### src/verilog/iesm_pkg.sv
// shared constants, encodings and types for the instruction executor
package iesm_pkg;
  // bus map, byte addresses of 32-bit word registers
  localparam logic [4:0] IESM_OFS_INSTR  = 5'h00; // issue opcode, read busy
  localparam logic [4:0] IESM_OFS_ACC    = 5'h04; // accumulator
  localparam logic [4:0] IESM_OFS_STATUS = 5'h08; // status flags
  localparam logic [4:0] IESM_OFS_PC     = 5'h0c; // program_counter
  localparam logic [4:0] IESM_OFS_STACK  = 5'h10; // push return address
  localparam logic [4:0] IESM_OFS_FADDR  = 5'h14; // file window address
  localparam logic [4:0] IESM_OFS_FDATA  = 5'h18; // file window data
  localparam logic [4:0] IESM_OFS_WDOG   = 5'h1c; // watchdog view, write wakes

  // sizes
  localparam int IESM_PC_W        = 13;
  localparam int IESM_STACK_DEPTH = 8;
  localparam int IESM_FILE_WORDS  = 128;
  localparam int IESM_WDOG_W      = 8;

  // status field positions
  localparam int IESM_BIT_CARRY  = 0;
  localparam int IESM_BIT_NIBBLE = 1;
  localparam int IESM_BIT_ZERO   = 2;
  localparam int IESM_BIT_PWRDN_N = 3;
  localparam int IESM_BIT_EXP_N  = 4;
  localparam int IESM_BIT_BUSY   = 0; // instr register read
  localparam int IESM_BIT_ASLEEP = 1;

  // opcode fields
  localparam int IESM_OP_HI    = 13;
  localparam int IESM_OP_LO    = 8;
  localparam int IESM_BIT_DEST = 7;

  // opcode encodings of the upper field
  localparam logic [5:0] IESM_ENC_MOVE   = 6'h01;
  localparam logic [5:0] IESM_ENC_RETURN = 6'h02;
  localparam logic [5:0] IESM_ENC_SLEEP  = 6'h03;
  localparam logic [5:0] IESM_ENC_ROT_R  = 6'h10;
  localparam logic [5:0] IESM_ENC_ROT_L  = 6'h11;
  localparam logic [5:0] IESM_ENC_RETLIT = 6'h20;
  localparam logic [5:0] IESM_ENC_SUBLIT = 6'h21;

  // values after reset
  localparam logic [7:0]  IESM_RST_ACC    = 8'h00;
  localparam logic [4:0]  IESM_RST_STATUS = 5'h18; // both low-active flags high
  localparam logic [6:0]  IESM_RST_FADDR  = 7'h00;
  localparam logic [13:0] IESM_RST_INSTR  = 14'h0000;
  localparam logic [7:0]  IESM_WDOG_CLEAR = 8'h00;

  typedef enum logic [1:0] {ST_IDLE, ST_EXEC, ST_FLUSH, ST_SLEEP} iesm_state_t;

  typedef enum logic [2:0] {
    OP_NONE, OP_MOVE_ACC_TO_FILE, OP_RETURN_WITH_LITERAL, OP_ROTATE_LEFT,
    OP_ROTATE_RIGHT, OP_SLEEP, OP_RETURN, OP_LITERAL_MINUS_ACC
  } iesm_op_t;

  // upper opcode field to operation kind, unknown codes act as no-op
  function automatic iesm_op_t iesm_decode(input logic [13:0] word);
    case (word[IESM_OP_HI:IESM_OP_LO])
      IESM_ENC_MOVE:   return OP_MOVE_ACC_TO_FILE;
      IESM_ENC_RETURN: return OP_RETURN;
      IESM_ENC_SLEEP:  return OP_SLEEP;
      IESM_ENC_ROT_R:  return OP_ROTATE_RIGHT;
      IESM_ENC_ROT_L:  return OP_ROTATE_LEFT;
      IESM_ENC_RETLIT: return OP_RETURN_WITH_LITERAL;
      IESM_ENC_SUBLIT: return OP_LITERAL_MINUS_ACC;
      default:         return OP_NONE;
    endcase
  endfunction
endpackage

### src/verilog/iesm_alu.sv
// rotate and literal-minus-accumulator datapath with flag outputs
`timescale 1ns/10ps
module iesm_alu
  import iesm_pkg::*;
(
  input  wire iesm_op_t   op,
  input  wire logic [7:0] acc,
  input  wire logic [7:0] fdata,
  input  wire logic [7:0] lit,
  input  wire logic       carry_in,
  output logic [7:0]      result,
  output logic            carry_out,
  output logic            nibble_out,
  output logic            zero_out
);
  logic [8:0] diff; // literal plus inverted acc plus one
  logic [4:0] diff_lo; // low nibble of the same sum

  // two's complement subtract, carry out high means no borrow
  always_comb begin
    diff    = {1'b0, lit} + {1'b0, ~acc} + 9'h001;
    diff_lo = {1'b0, lit[3:0]} + {1'b0, ~acc[3:0]} + 5'h01;
  end

  // result and flags per operation
  always_comb begin
    result     = fdata;
    carry_out  = carry_in;
    nibble_out = diff_lo[4];
    case (op)
      OP_ROTATE_LEFT: begin
        result    = {fdata[6:0], carry_in};
        carry_out = fdata[7];
      end
      OP_ROTATE_RIGHT: begin
        result    = {carry_in, fdata[7:1]};
        carry_out = fdata[0];
      end
      OP_LITERAL_MINUS_ACC: begin
        result    = diff[7:0];
        carry_out = diff[8];
      end
      default: begin
        result = fdata;
      end
    endcase
    zero_out = (result == 8'h00);
  end
endmodule // iesm_alu

### src/verilog/iesm_stack.sv
// circular return-address stack, wraps silently like the hardware one
`timescale 1ns/10ps
module iesm_stack
  import iesm_pkg::*;
#(
  parameter int DEPTH = IESM_STACK_DEPTH,
  parameter int W     = IESM_PC_W
) (
  input  wire logic                     ref_clk,
  input  wire logic                     rst_n,
  input  wire logic                     clk_en,
  input  wire logic                     push,
  input  wire logic [W-1:0]             push_data,
  input  wire logic                     pop,
  output logic [W-1:0]                  stack_top,
  output logic [$clog2(DEPTH)-1:0]      stack_ptr
);
  localparam int PW = $clog2(DEPTH);

  logic [W-1:0]  mem [DEPTH]; // return addresses
  logic [PW-1:0] top_idx;     // slot of the newest entry

  // entry one below the pointer is the newest one
  always_comb begin
    top_idx   = stack_ptr - 1'b1;
    stack_top = mem[top_idx];
  end

  // pointer, no overflow check: deep nesting overwrites oldest
  always_ff @(posedge ref_clk) begin
    if (!rst_n) begin
      stack_ptr <= '0;
    end else if (clk_en) begin
      if (push && !pop) begin
        stack_ptr <= stack_ptr + 1'b1;
      end else if (pop && !push) begin
        stack_ptr <= stack_ptr - 1'b1;
      end
    end
  end

  // storage, no reset needed for data
  always_ff @(posedge ref_clk) begin
    if (clk_en && push && !pop) begin
      mem[stack_ptr] <= push_data;
    end
  end
endmodule // iesm_stack

### src/verilog/iesm_core.sv
// instruction executor top: bus slave, sequencing, file space, watchdog
// Overview of operation
// - move accumulator into addressed file register
// - literal to accumulator, pop into counter, two cycles
// - rotate left through carry, only carry changes
// - rotate right through carry, only carry changes
// - destination bit picks accumulator or file
// - sleep clears powerdown flag, sets expiry flag
// - sleep clears watchdog counter and prescaler
// - sleep halts oscillator, core enters sleep
// - return pops stack into counter, two cycles
// - literal minus accumulator into accumulator, flags
`timescale 1ns/10ps
module iesm_core
  import iesm_pkg::*;
#(
  parameter int PC_W        = IESM_PC_W,
  parameter int STACK_DEPTH = IESM_STACK_DEPTH
) (
  input  wire logic        ref_clk,
  input  wire logic        rst_n,
  input  wire logic        clk_en,
  input  wire logic [4:0]  avs_address,
  input  wire logic        avs_read,
  input  wire logic        avs_write,
  input  wire logic [31:0] avs_writedata,
  input  wire logic [3:0]  avs_byteenable,
  output logic [31:0]      avs_readdata,
  output logic             avs_waitrequest,
  output logic             osc_run
);
  localparam int SPW = $clog2(STACK_DEPTH);

  // architectural state
  iesm_state_t          state;       // sequencer
  iesm_state_t          next_state;  // sequencer next
  logic [13:0]          instr_q;     // latched opcode
  logic [7:0]           acc;         // accumulator
  logic [4:0]           status;      // flags
  logic [PC_W-1:0]      program_counter;
  logic [6:0]           faddr;       // bus window into file space
  logic [7:0]           fmem [IESM_FILE_WORDS]; // file registers
  logic [IESM_WDOG_W-1:0] watchdog_counter;
  logic [IESM_WDOG_W-1:0] wdog_prescaler;

  // decode and datapath
  iesm_op_t             op_q;        // decoded latched opcode
  logic [6:0]           f_sel;       // file operand
  logic [7:0]           lit;         // literal operand
  logic                 dest_file;   // destination bit
  logic [7:0]           fdata;       // file operand value
  logic [7:0]           alu_res;
  logic                 alu_c;
  logic                 alu_nib;
  logic                 alu_z;
  logic                 exec_fire;   // executing this edge
  logic                 is_rotate;
  logic [PC_W-1:0]      stack_top;
  logic [SPW-1:0]       stack_ptr;
  logic                 do_pop;

  // bus side
  logic                 accept;      // request may be answered now
  logic                 bus_wr;      // write takes effect this edge
  logic [31:0]          rd_mux;      // read data source
  logic [31:0]          wr_merged;   // write data after byte lanes

  // address match, used by every register
  function automatic logic hit(input logic [4:0] a, input logic [4:0] ofs);
    return a == ofs;
  endfunction

  // lanes without byte enable keep the old value
  function automatic logic [31:0] be_merge(input logic [31:0] old,
                                           input logic [31:0] nw,
                                           input logic [3:0]  be);
    logic [31:0] r;
    r = old;
    for (int i = 0; i < 4; i++) begin
      if (be[i]) begin
        r[i*8 +: 8] = nw[i*8 +: 8];
      end
    end
    return r;
  endfunction

  // operand fields
  always_comb begin
    op_q      = iesm_decode(instr_q);
    f_sel     = instr_q[6:0];
    lit       = instr_q[7:0];
    dest_file = instr_q[IESM_BIT_DEST];
    fdata     = fmem[f_sel];
    exec_fire = clk_en && (state == ST_EXEC);
    is_rotate = (op_q == OP_ROTATE_LEFT) || (op_q == OP_ROTATE_RIGHT);
    do_pop    = exec_fire && ((op_q == OP_RETURN) || (op_q == OP_RETURN_WITH_LITERAL));
  end

  iesm_alu u_alu (
    .op         (op_q),
    .acc        (acc),
    .fdata      (fdata),
    .lit        (lit),
    .carry_in   (status[IESM_BIT_CARRY]),
    .result     (alu_res),
    .carry_out  (alu_c),
    .nibble_out (alu_nib),
    .zero_out   (alu_z)
  );

  iesm_stack #(
    .DEPTH (STACK_DEPTH),
    .W     (PC_W)
  ) u_stack (
    .ref_clk   (ref_clk),
    .rst_n     (rst_n),
    .clk_en    (clk_en),
    .push      (bus_wr && hit(avs_address, IESM_OFS_STACK)),
    .push_data (avs_writedata[PC_W-1:0]),
    .pop       (do_pop),
    .stack_top (stack_top),
    .stack_ptr (stack_ptr)
  );

  // writes wait while an instruction runs, wake register never waits
  assign accept = !avs_write || (state == ST_IDLE) || hit(avs_address, IESM_OFS_WDOG);
  assign bus_wr = clk_en && avs_write && !avs_waitrequest;

  // read mux, unmapped addresses read zero
  always_comb begin
    case (avs_address)
      IESM_OFS_INSTR:  rd_mux = {30'h0000_0000, state == ST_SLEEP, state != ST_IDLE};
      IESM_OFS_ACC:    rd_mux = {24'h00_0000, acc};
      IESM_OFS_STATUS: rd_mux = {27'h000_0000, status};
      IESM_OFS_PC:     rd_mux = 32'(program_counter);
      IESM_OFS_STACK:  rd_mux = 32'(stack_ptr);
      IESM_OFS_FADDR:  rd_mux = {25'h000_0000, faddr};
      IESM_OFS_FDATA:  rd_mux = {24'h00_0000, fmem[faddr]};
      IESM_OFS_WDOG:   rd_mux = {16'h0000, wdog_prescaler, watchdog_counter};
      default:         rd_mux = 32'h0000_0000;
    endcase
    wr_merged = be_merge(rd_mux, avs_writedata, avs_byteenable);
  end

  // answer: one wait cycle, then a single low cycle of waitrequest
  always_ff @(posedge ref_clk) begin
    if (!rst_n) begin
      avs_waitrequest <= 1'b1;
      avs_readdata    <= 32'h0000_0000;
    end else if (clk_en) begin
      if ((avs_read || avs_write) && avs_waitrequest && accept) begin
        avs_waitrequest <= 1'b0;
        avs_readdata    <= avs_read ? rd_mux : 32'h0000_0000;
      end else begin
        avs_waitrequest <= 1'b1;
      end
    end
  end

  // sequencer next state
  always_comb begin
    next_state = state;
    case (state)
      ST_IDLE: begin
        if (bus_wr && hit(avs_address, IESM_OFS_INSTR)) begin
          next_state = ST_EXEC;
        end
      end
      ST_EXEC: begin
        case (op_q)
          OP_RETURN, OP_RETURN_WITH_LITERAL: next_state = ST_FLUSH;
          OP_SLEEP: next_state = ST_SLEEP;
          default:  next_state = ST_IDLE;
        endcase
      end
      ST_FLUSH: next_state = ST_IDLE; // second cycle of a return, refetch slot
      ST_SLEEP: begin // only a write to the watchdog register wakes the core
        if (bus_wr && hit(avs_address, IESM_OFS_WDOG)) begin
          next_state = ST_IDLE;
        end
      end
      default: next_state = ST_IDLE;
    endcase
  end

  // sequencer and oscillator run flag
  always_ff @(posedge ref_clk) begin
    if (!rst_n) begin
      state   <= ST_IDLE;
      osc_run <= 1'b1;
    end else if (clk_en) begin
      state   <= next_state;
      osc_run <= (next_state != ST_SLEEP);
    end
  end

  // opcode latch
  always_ff @(posedge ref_clk) begin
    if (!rst_n) begin
      instr_q <= IESM_RST_INSTR;
    end else if (bus_wr && hit(avs_address, IESM_OFS_INSTR)) begin
      instr_q <= wr_merged[13:0];
    end
  end

  // accumulator
  always_ff @(posedge ref_clk) begin
    if (!rst_n) begin
      acc <= IESM_RST_ACC;
    end else if (bus_wr && hit(avs_address, IESM_OFS_ACC)) begin
      acc <= wr_merged[7:0];
    end else if (exec_fire) begin
      if (op_q == OP_RETURN_WITH_LITERAL) begin
        acc <= lit;
      end else if ((is_rotate && !dest_file) || (op_q == OP_LITERAL_MINUS_ACC)) begin
        acc <= alu_res;
      end
    end
  end

  // status flags, the two low-active ones are read-only to software
  always_ff @(posedge ref_clk) begin
    if (!rst_n) begin
      status <= IESM_RST_STATUS;
    end else if (bus_wr && hit(avs_address, IESM_OFS_STATUS)) begin
      status[IESM_BIT_ZERO:IESM_BIT_CARRY] <= wr_merged[IESM_BIT_ZERO:IESM_BIT_CARRY];
    end else if (exec_fire) begin
      case (op_q)
        OP_ROTATE_LEFT, OP_ROTATE_RIGHT: begin
          status[IESM_BIT_CARRY] <= alu_c;
        end
        OP_LITERAL_MINUS_ACC: begin
          status[IESM_BIT_CARRY]  <= alu_c;
          status[IESM_BIT_NIBBLE] <= alu_nib;
          status[IESM_BIT_ZERO]   <= alu_z;
        end
        OP_SLEEP: begin
          status[IESM_BIT_PWRDN_N] <= 1'b0;
          status[IESM_BIT_EXP_N] <= 1'b1;
        end
        default: status <= status; // moves and returns leave every flag alone
      endcase
    end
  end

  // program counter, returns reload from the stack
  always_ff @(posedge ref_clk) begin
    if (!rst_n) begin
      program_counter <= '0;
    end else if (bus_wr && hit(avs_address, IESM_OFS_PC)) begin
      program_counter <= wr_merged[PC_W-1:0];
    end else if (exec_fire) begin
      if (do_pop) begin
        program_counter <= stack_top;
      end else begin
        program_counter <= program_counter + 1'b1;
      end
    end
  end

  // file window address
  always_ff @(posedge ref_clk) begin
    if (!rst_n) begin
      faddr <= IESM_RST_FADDR;
    end else if (bus_wr && hit(avs_address, IESM_OFS_FADDR)) begin
      faddr <= wr_merged[6:0];
    end
  end

  // file space, bus writes and instruction writes never meet
  always_ff @(posedge ref_clk) begin
    if (bus_wr && hit(avs_address, IESM_OFS_FDATA)) begin
      fmem[faddr] <= wr_merged[7:0];
    end else if (exec_fire) begin
      if (op_q == OP_MOVE_ACC_TO_FILE) begin
        fmem[f_sel] <= acc;
      end else if (is_rotate && dest_file) begin
        fmem[f_sel] <= alu_res;
      end
    end
  end

  // watchdog keeps counting in sleep, osc_run does not gate it, only clk_en
  always_ff @(posedge ref_clk) begin
    if (!rst_n) begin
      watchdog_counter <= IESM_WDOG_CLEAR;
      wdog_prescaler   <= IESM_WDOG_CLEAR;
    end else if (exec_fire && (op_q == OP_SLEEP)) begin
      watchdog_counter <= IESM_WDOG_CLEAR;
      wdog_prescaler   <= IESM_WDOG_CLEAR;
    end else if (clk_en) begin
      wdog_prescaler <= wdog_prescaler + 1'b1;
      if (&wdog_prescaler) begin
        watchdog_counter <= watchdog_counter + 1'b1;
      end
    end
  end

  // operand slices as whole signals, so the history functions see plain names
  wire logic       fdata_msb = fdata[7];
  wire logic       fdata_lsb = fdata[0];
  wire logic [3:0] lit_lo    = lit[3:0];
  wire logic [3:0] acc_lo    = acc[3:0];
endmodule // iesm_core

### config.mk
export PLATFORM = sky130hd
export DESIGN_NAME = iesm_core
export DESIGN_NICKNAME = d
export VERILOG_FILES = /design/src/verilog/iesm_pkg.sv /design/src/verilog/iesm_alu.sv /design/src/verilog/iesm_stack.sv /design/src/verilog/iesm_core.sv
export SDC_FILE = /design/constraint.sdc
export NUM_CORES = 2
export LEC_CHECK = 0
export BUFFER_PORTS_ARGS = -buffer_cell sky130_fd_sc_hd__buf_2
export CAP_MARGIN = 20
export CORE_MARGIN = 2
export CORE_UTILIZATION = 57
export CTS_CLUSTER_DIAMETER = 80
export DETAILED_ROUTE_END_ITERATION = 16
export PLACE_DENSITY = 0.76
export SETUP_SLACK_MARGIN = 0.5
export SYNTH_ARGS = -nofsm -noshare
export SYNTH_HDL_FRONTEND = slang
export SYNTH_HIERARCHICAL = 1
export SYNTH_SLANG_ARGS = --single-unit
export TNS_END_PERCENT = 50
### constraint.sdc
create_clock -name ref_clk -period 9.94 [get_ports ref_clk]
set_input_delay 1.988 -clock ref_clk [delete_from_list [all_inputs] [get_ports ref_clk]]
set_output_delay 1.988 -clock ref_clk [all_outputs]
set_load 0.005 [all_outputs]
==> flow_summary.toml <==
[run_status]
status = "finished, final reports clean"

[power_and_ir_drop]
switching_power_total_mw = 2.15
p_clk_share_pct = 44.1
leakagePower_nw = 18.9
power_frac_seq_pct = 54.2
max-vdd-ir-drop_uv = 150
totalPowerFinal_mw = 10.4
swShare_pct = 20.6
internal_power_mw = 8.28
power_frac_comb_pct = 1.7
power_density_nw_per_um2 = 163

[global_route]
grt_use_total_pct = 32.2
grt_overflow_total = 0
pin_count_of_the_biggest_net_entering_global_routing = 120
antenna_violations_before_repair = 9
grt_pass1_wl_microns = 242000
vias_in_the_first_global_route = 34800

[floorplan]
die_area_sq_um = 105000
die_h_microns = 324
initial_core_util_pct = 57.4
top_level_ports = 80
die_width_microns = 324
std_cell_rows = 117
design.core.area_sq_um = 102000

[setup_path]
worstSetupEndpointType = "flop"
setup.worst_path.class = "in -> reg"
timing.critical_path.cells = "buf_2 -> nand3b_1 -> or3_4 -> a2111oi_4 -> or2_1 -> buf_4 -> a21oi_2 -> nand3b_2 -> nor2_1"
cpPeakStageDelay_ns = 1.02
arrival_ns = 7.57
crit_path_top_delay_cell = "sky130_fd_sc_hd__nor2_1"
crit_path_max_fanout = 24
critical_path.startpoint = "clk_en"
rrSetupSlack_ns = 3.03
critPathLaunchType = "input pin"
r2r_end = "fmem[117][0]"
required_time_of_the_worst_setup_path_ns = 10.30
worstRegToRegCells = 10
crit_path_end = "fmem[110][4]"

[logic_synthesis]
post_synth_main_area_contributors = "sky130_fd_sc_hd__edfxtp_1, sky130_fd_sc_hd__mux4_2, sky130_fd_sc_hd__dfxtp_1, sky130_fd_sc_hd__mux2i_1, sky130_fd_sc_hd__nor2_1"
synth_cell_types = 95
synth-seq-cells = 1227
synth.cells.most_frequent = "sky130_fd_sc_hd__edfxtp_1, sky130_fd_sc_hd__mux4_2, sky130_fd_sc_hd__nor2_1, sky130_fd_sc_hd__mux2i_1, sky130_fd_sc_hd__nand2_1"
mappedNetlistArea_sq_um = 58400
synth_enable_flop_cells = 1128
yosys_warnings = 6
synthArstFlopShare_pct = 0
syn_inst = 3391
synth_top_cell_area_share_pct = 58.0
synth.most_common_cell = "sky130_fd_sc_hd__edfxtp_1"
dominantRegCellSynth = "sky130_fd_sc_hd__edfxtp_1"
cell_taking_the_most_area_after_synthesis = "sky130_fd_sc_hd__edfxtp_1"
seq_area_frac_synth_pct = 61.4
syn_avg_cell_area_sq_um = 17.2

[clock_network]
worst_setup_hold_path_clk_slew_ns = 0.06
hold_bufs_inserted_after_cts = 0
tritoncts = "done"
numCtsBuffers = 121
htree_levels = 3
post-cts-setup-buffers = 0
clkLatencyLatePin_ns = 0.73
clock_tree.root_cell = "sky130_fd_sc_hd__clkbuf_16"
clk_path_buf_depth = 3
post_cts_resize_count = 0
clock-sinks = 1227

[sta]
timing_hold_violations_final = 0
layout_worst_path_cycle_share_pct = 72.6
clock_period_minus_worst_slack_ns = 7.21
hold_ws_ns = 0.449
worst_slew_margin_rel_pct = 18.7
worst-slew-pin-transition_ns = 1.22
grt_setup_unrepaired = "false"
setup_tns_ns = 0
final-max-slew-violation-count = 0
timing.clock.skew_ns = 0.0371
final-setup-viol-count = 0
max_freq_mhz = 139
postLayoutSetupSlackWorst_ns = 2.73

[place]
port_buffers = 43
dpl_worst_slack_ns = 2.21
numPlacedInstances = 4623
placed_area_sq_um = 59800
gpl.final_weighted_congestion = 0.993
post-dp-hpwl_microns = 107000

[final_layout]
finalCoreUtilization_pct = 62.7
layout-drive-gt1-share_pct = 27.1
fill_cells = 6840
post_route_insts_no_fill = 4852
multi_input_area_sq_um = 21300
final_area_sq_um = 63800
final_stage_net_count = 3444
synth_to_final_area_change_pct = 9.32
area.sequential_sq_um = 35900

[route]
first_pass_iters = 6
route.detailed.wl_per_inst_microns = 34.6
postRouteAntennaNets = 0
routed_via_count_divided_by_cell_count = 7.38
drc = 0
detailroute.via_count = 35800
routed_wl_microns = 168000
initialDrtViolationCount = 6199

[run]
maxCapViolations = 0

[hold_path]
timing.hold.worst.class = "reg -> reg"
sequential cells by signal (all words and copies together) (netlist names), named ones only:
register and flops:
faddr 7, instr_q 14, status 4, avs_waitrequest 1, avs_readdata 16, watchdog_counter 8
u_stack/mem 104, osc_run 1, fmem 1024, state 2, wdog_prescaler 8, acc 8
program_counter 13, u_stack/stack_ptr 3
layout by cell type (no fill, tap or decap), types with 22 or more instances in the layout:
cell                        netlist  routed
sky130_fd_sc_hd__mux4_2         566     566
sky130_fd_sc_hd__nand2b_1        36      35
sky130_fd_sc_hd__a21oi_1         74      74
sky130_fd_sc_hd__mux2_2          22      22
sky130_fd_sc_hd__buf_4           35      59
sky130_fd_sc_hd__nand2_1        143     143
sky130_fd_sc_hd__clkbuf_16        0     123
sky130_fd_sc_hd__o21ai_0         62      54
sky130_fd_sc_hd__mux2i_1        158     158
sky130_fd_sc_hd__nor3_1          25      23
sky130_fd_sc_hd__clkinv_1         1      27
sky130_fd_sc_hd__dfxtp_1         99      90
sky130_fd_sc_hd__edfxtp_1      1128    1128
sky130_fd_sc_hd__o22ai_1         37      37
sky130_fd_sc_hd__buf_2           94      43
sky130_fd_sc_hd__a22oi_1         76      76
sky130_fd_sc_hd__nor2b_1         26      26
sky130_fd_sc_hd__nand3_1         99      99
sky130_fd_sc_hd__nor2_1         230     230
sky130_fd_sc_hd__inv_1           30      30
power by group through the flow:
stage	combinational (mW)	clock (mW)	sequential (mW)
detailed placement	0.172	0	5.76
finish	0.176	4.60	5.65
global placement	0.159	0	5.76
floorplan	0.0864	0	5.79
global route	0.187	4.81	5.65
CTS	0.172	4.61	5.65
kinds of logic (layout without fill, tap and decap cells):
logic type,Yosys count,in the layout,share of synthesized area (%)
flip-flops,1227,1227,61.4
multiplexers,746,746,25.0
AND/OR/NAND/NOR,676,676,5.65
AO/OA/AOI/OAI,410,410,4.81
buffers and inverters,296,371,2.47
XOR/XNOR,18,18,0.296
adder cells (fa/ha/maj),17,17,0.373
other,1,19,0.00642
routing by layer:
| layer | vias up | wire length, microns | share of wire, % | track usage, % |
|---|---|---|---|---|
| li1 | 14000 | - | - | - |
| met1 | 18400 | 59500 | 35 | 44.7 |
| met2 | 2837 | 76000 | 45 | 48.0 |
| met3 | 499 | 23200 | 14 | 9.06 |
| met4 | 14 | 8930 | 5.3 | 14.8 |
| met5 | - | 98 | 0.058 | 0 |
final cells by class:
class                   count  area share, %
flip-flops and latches   1227           56.2
well taps                1368           2.68
repair buffers            116           1.42
multi-input cells        1883           33.3
diodes                      3         0.0118
clock inverters            79           1.22
clock buffers             143           4.94
inverters                  33          0.194
worst max-delay path: cells and delay by family:
family | cells | cell delay, ns
compound gates | 2 | 1.02
buf+inv | 2 | 0.79
simple gates | 5 | 3.74
how the worst min path moves through the flow:
stage | startpoint | to | slack (ns) | depth (start not counted)
global route | avs_readdata[6] | avs_readdata[6] | 0.47 | 2
floorplan | status[3] | status[3] | 0.44 | 2
detailed placement | avs_readdata[3] | avs_readdata[3] | 0.44 | 2
CTS | avs_readdata[3] | avs_readdata[3] | 0.45 | 2
finish | avs_readdata[3] | avs_readdata[3] | 0.45 | 2
global placement | avs_readdata[6] | avs_readdata[6] | 0.44 | 2
Power figures use the tool's default switching activity.
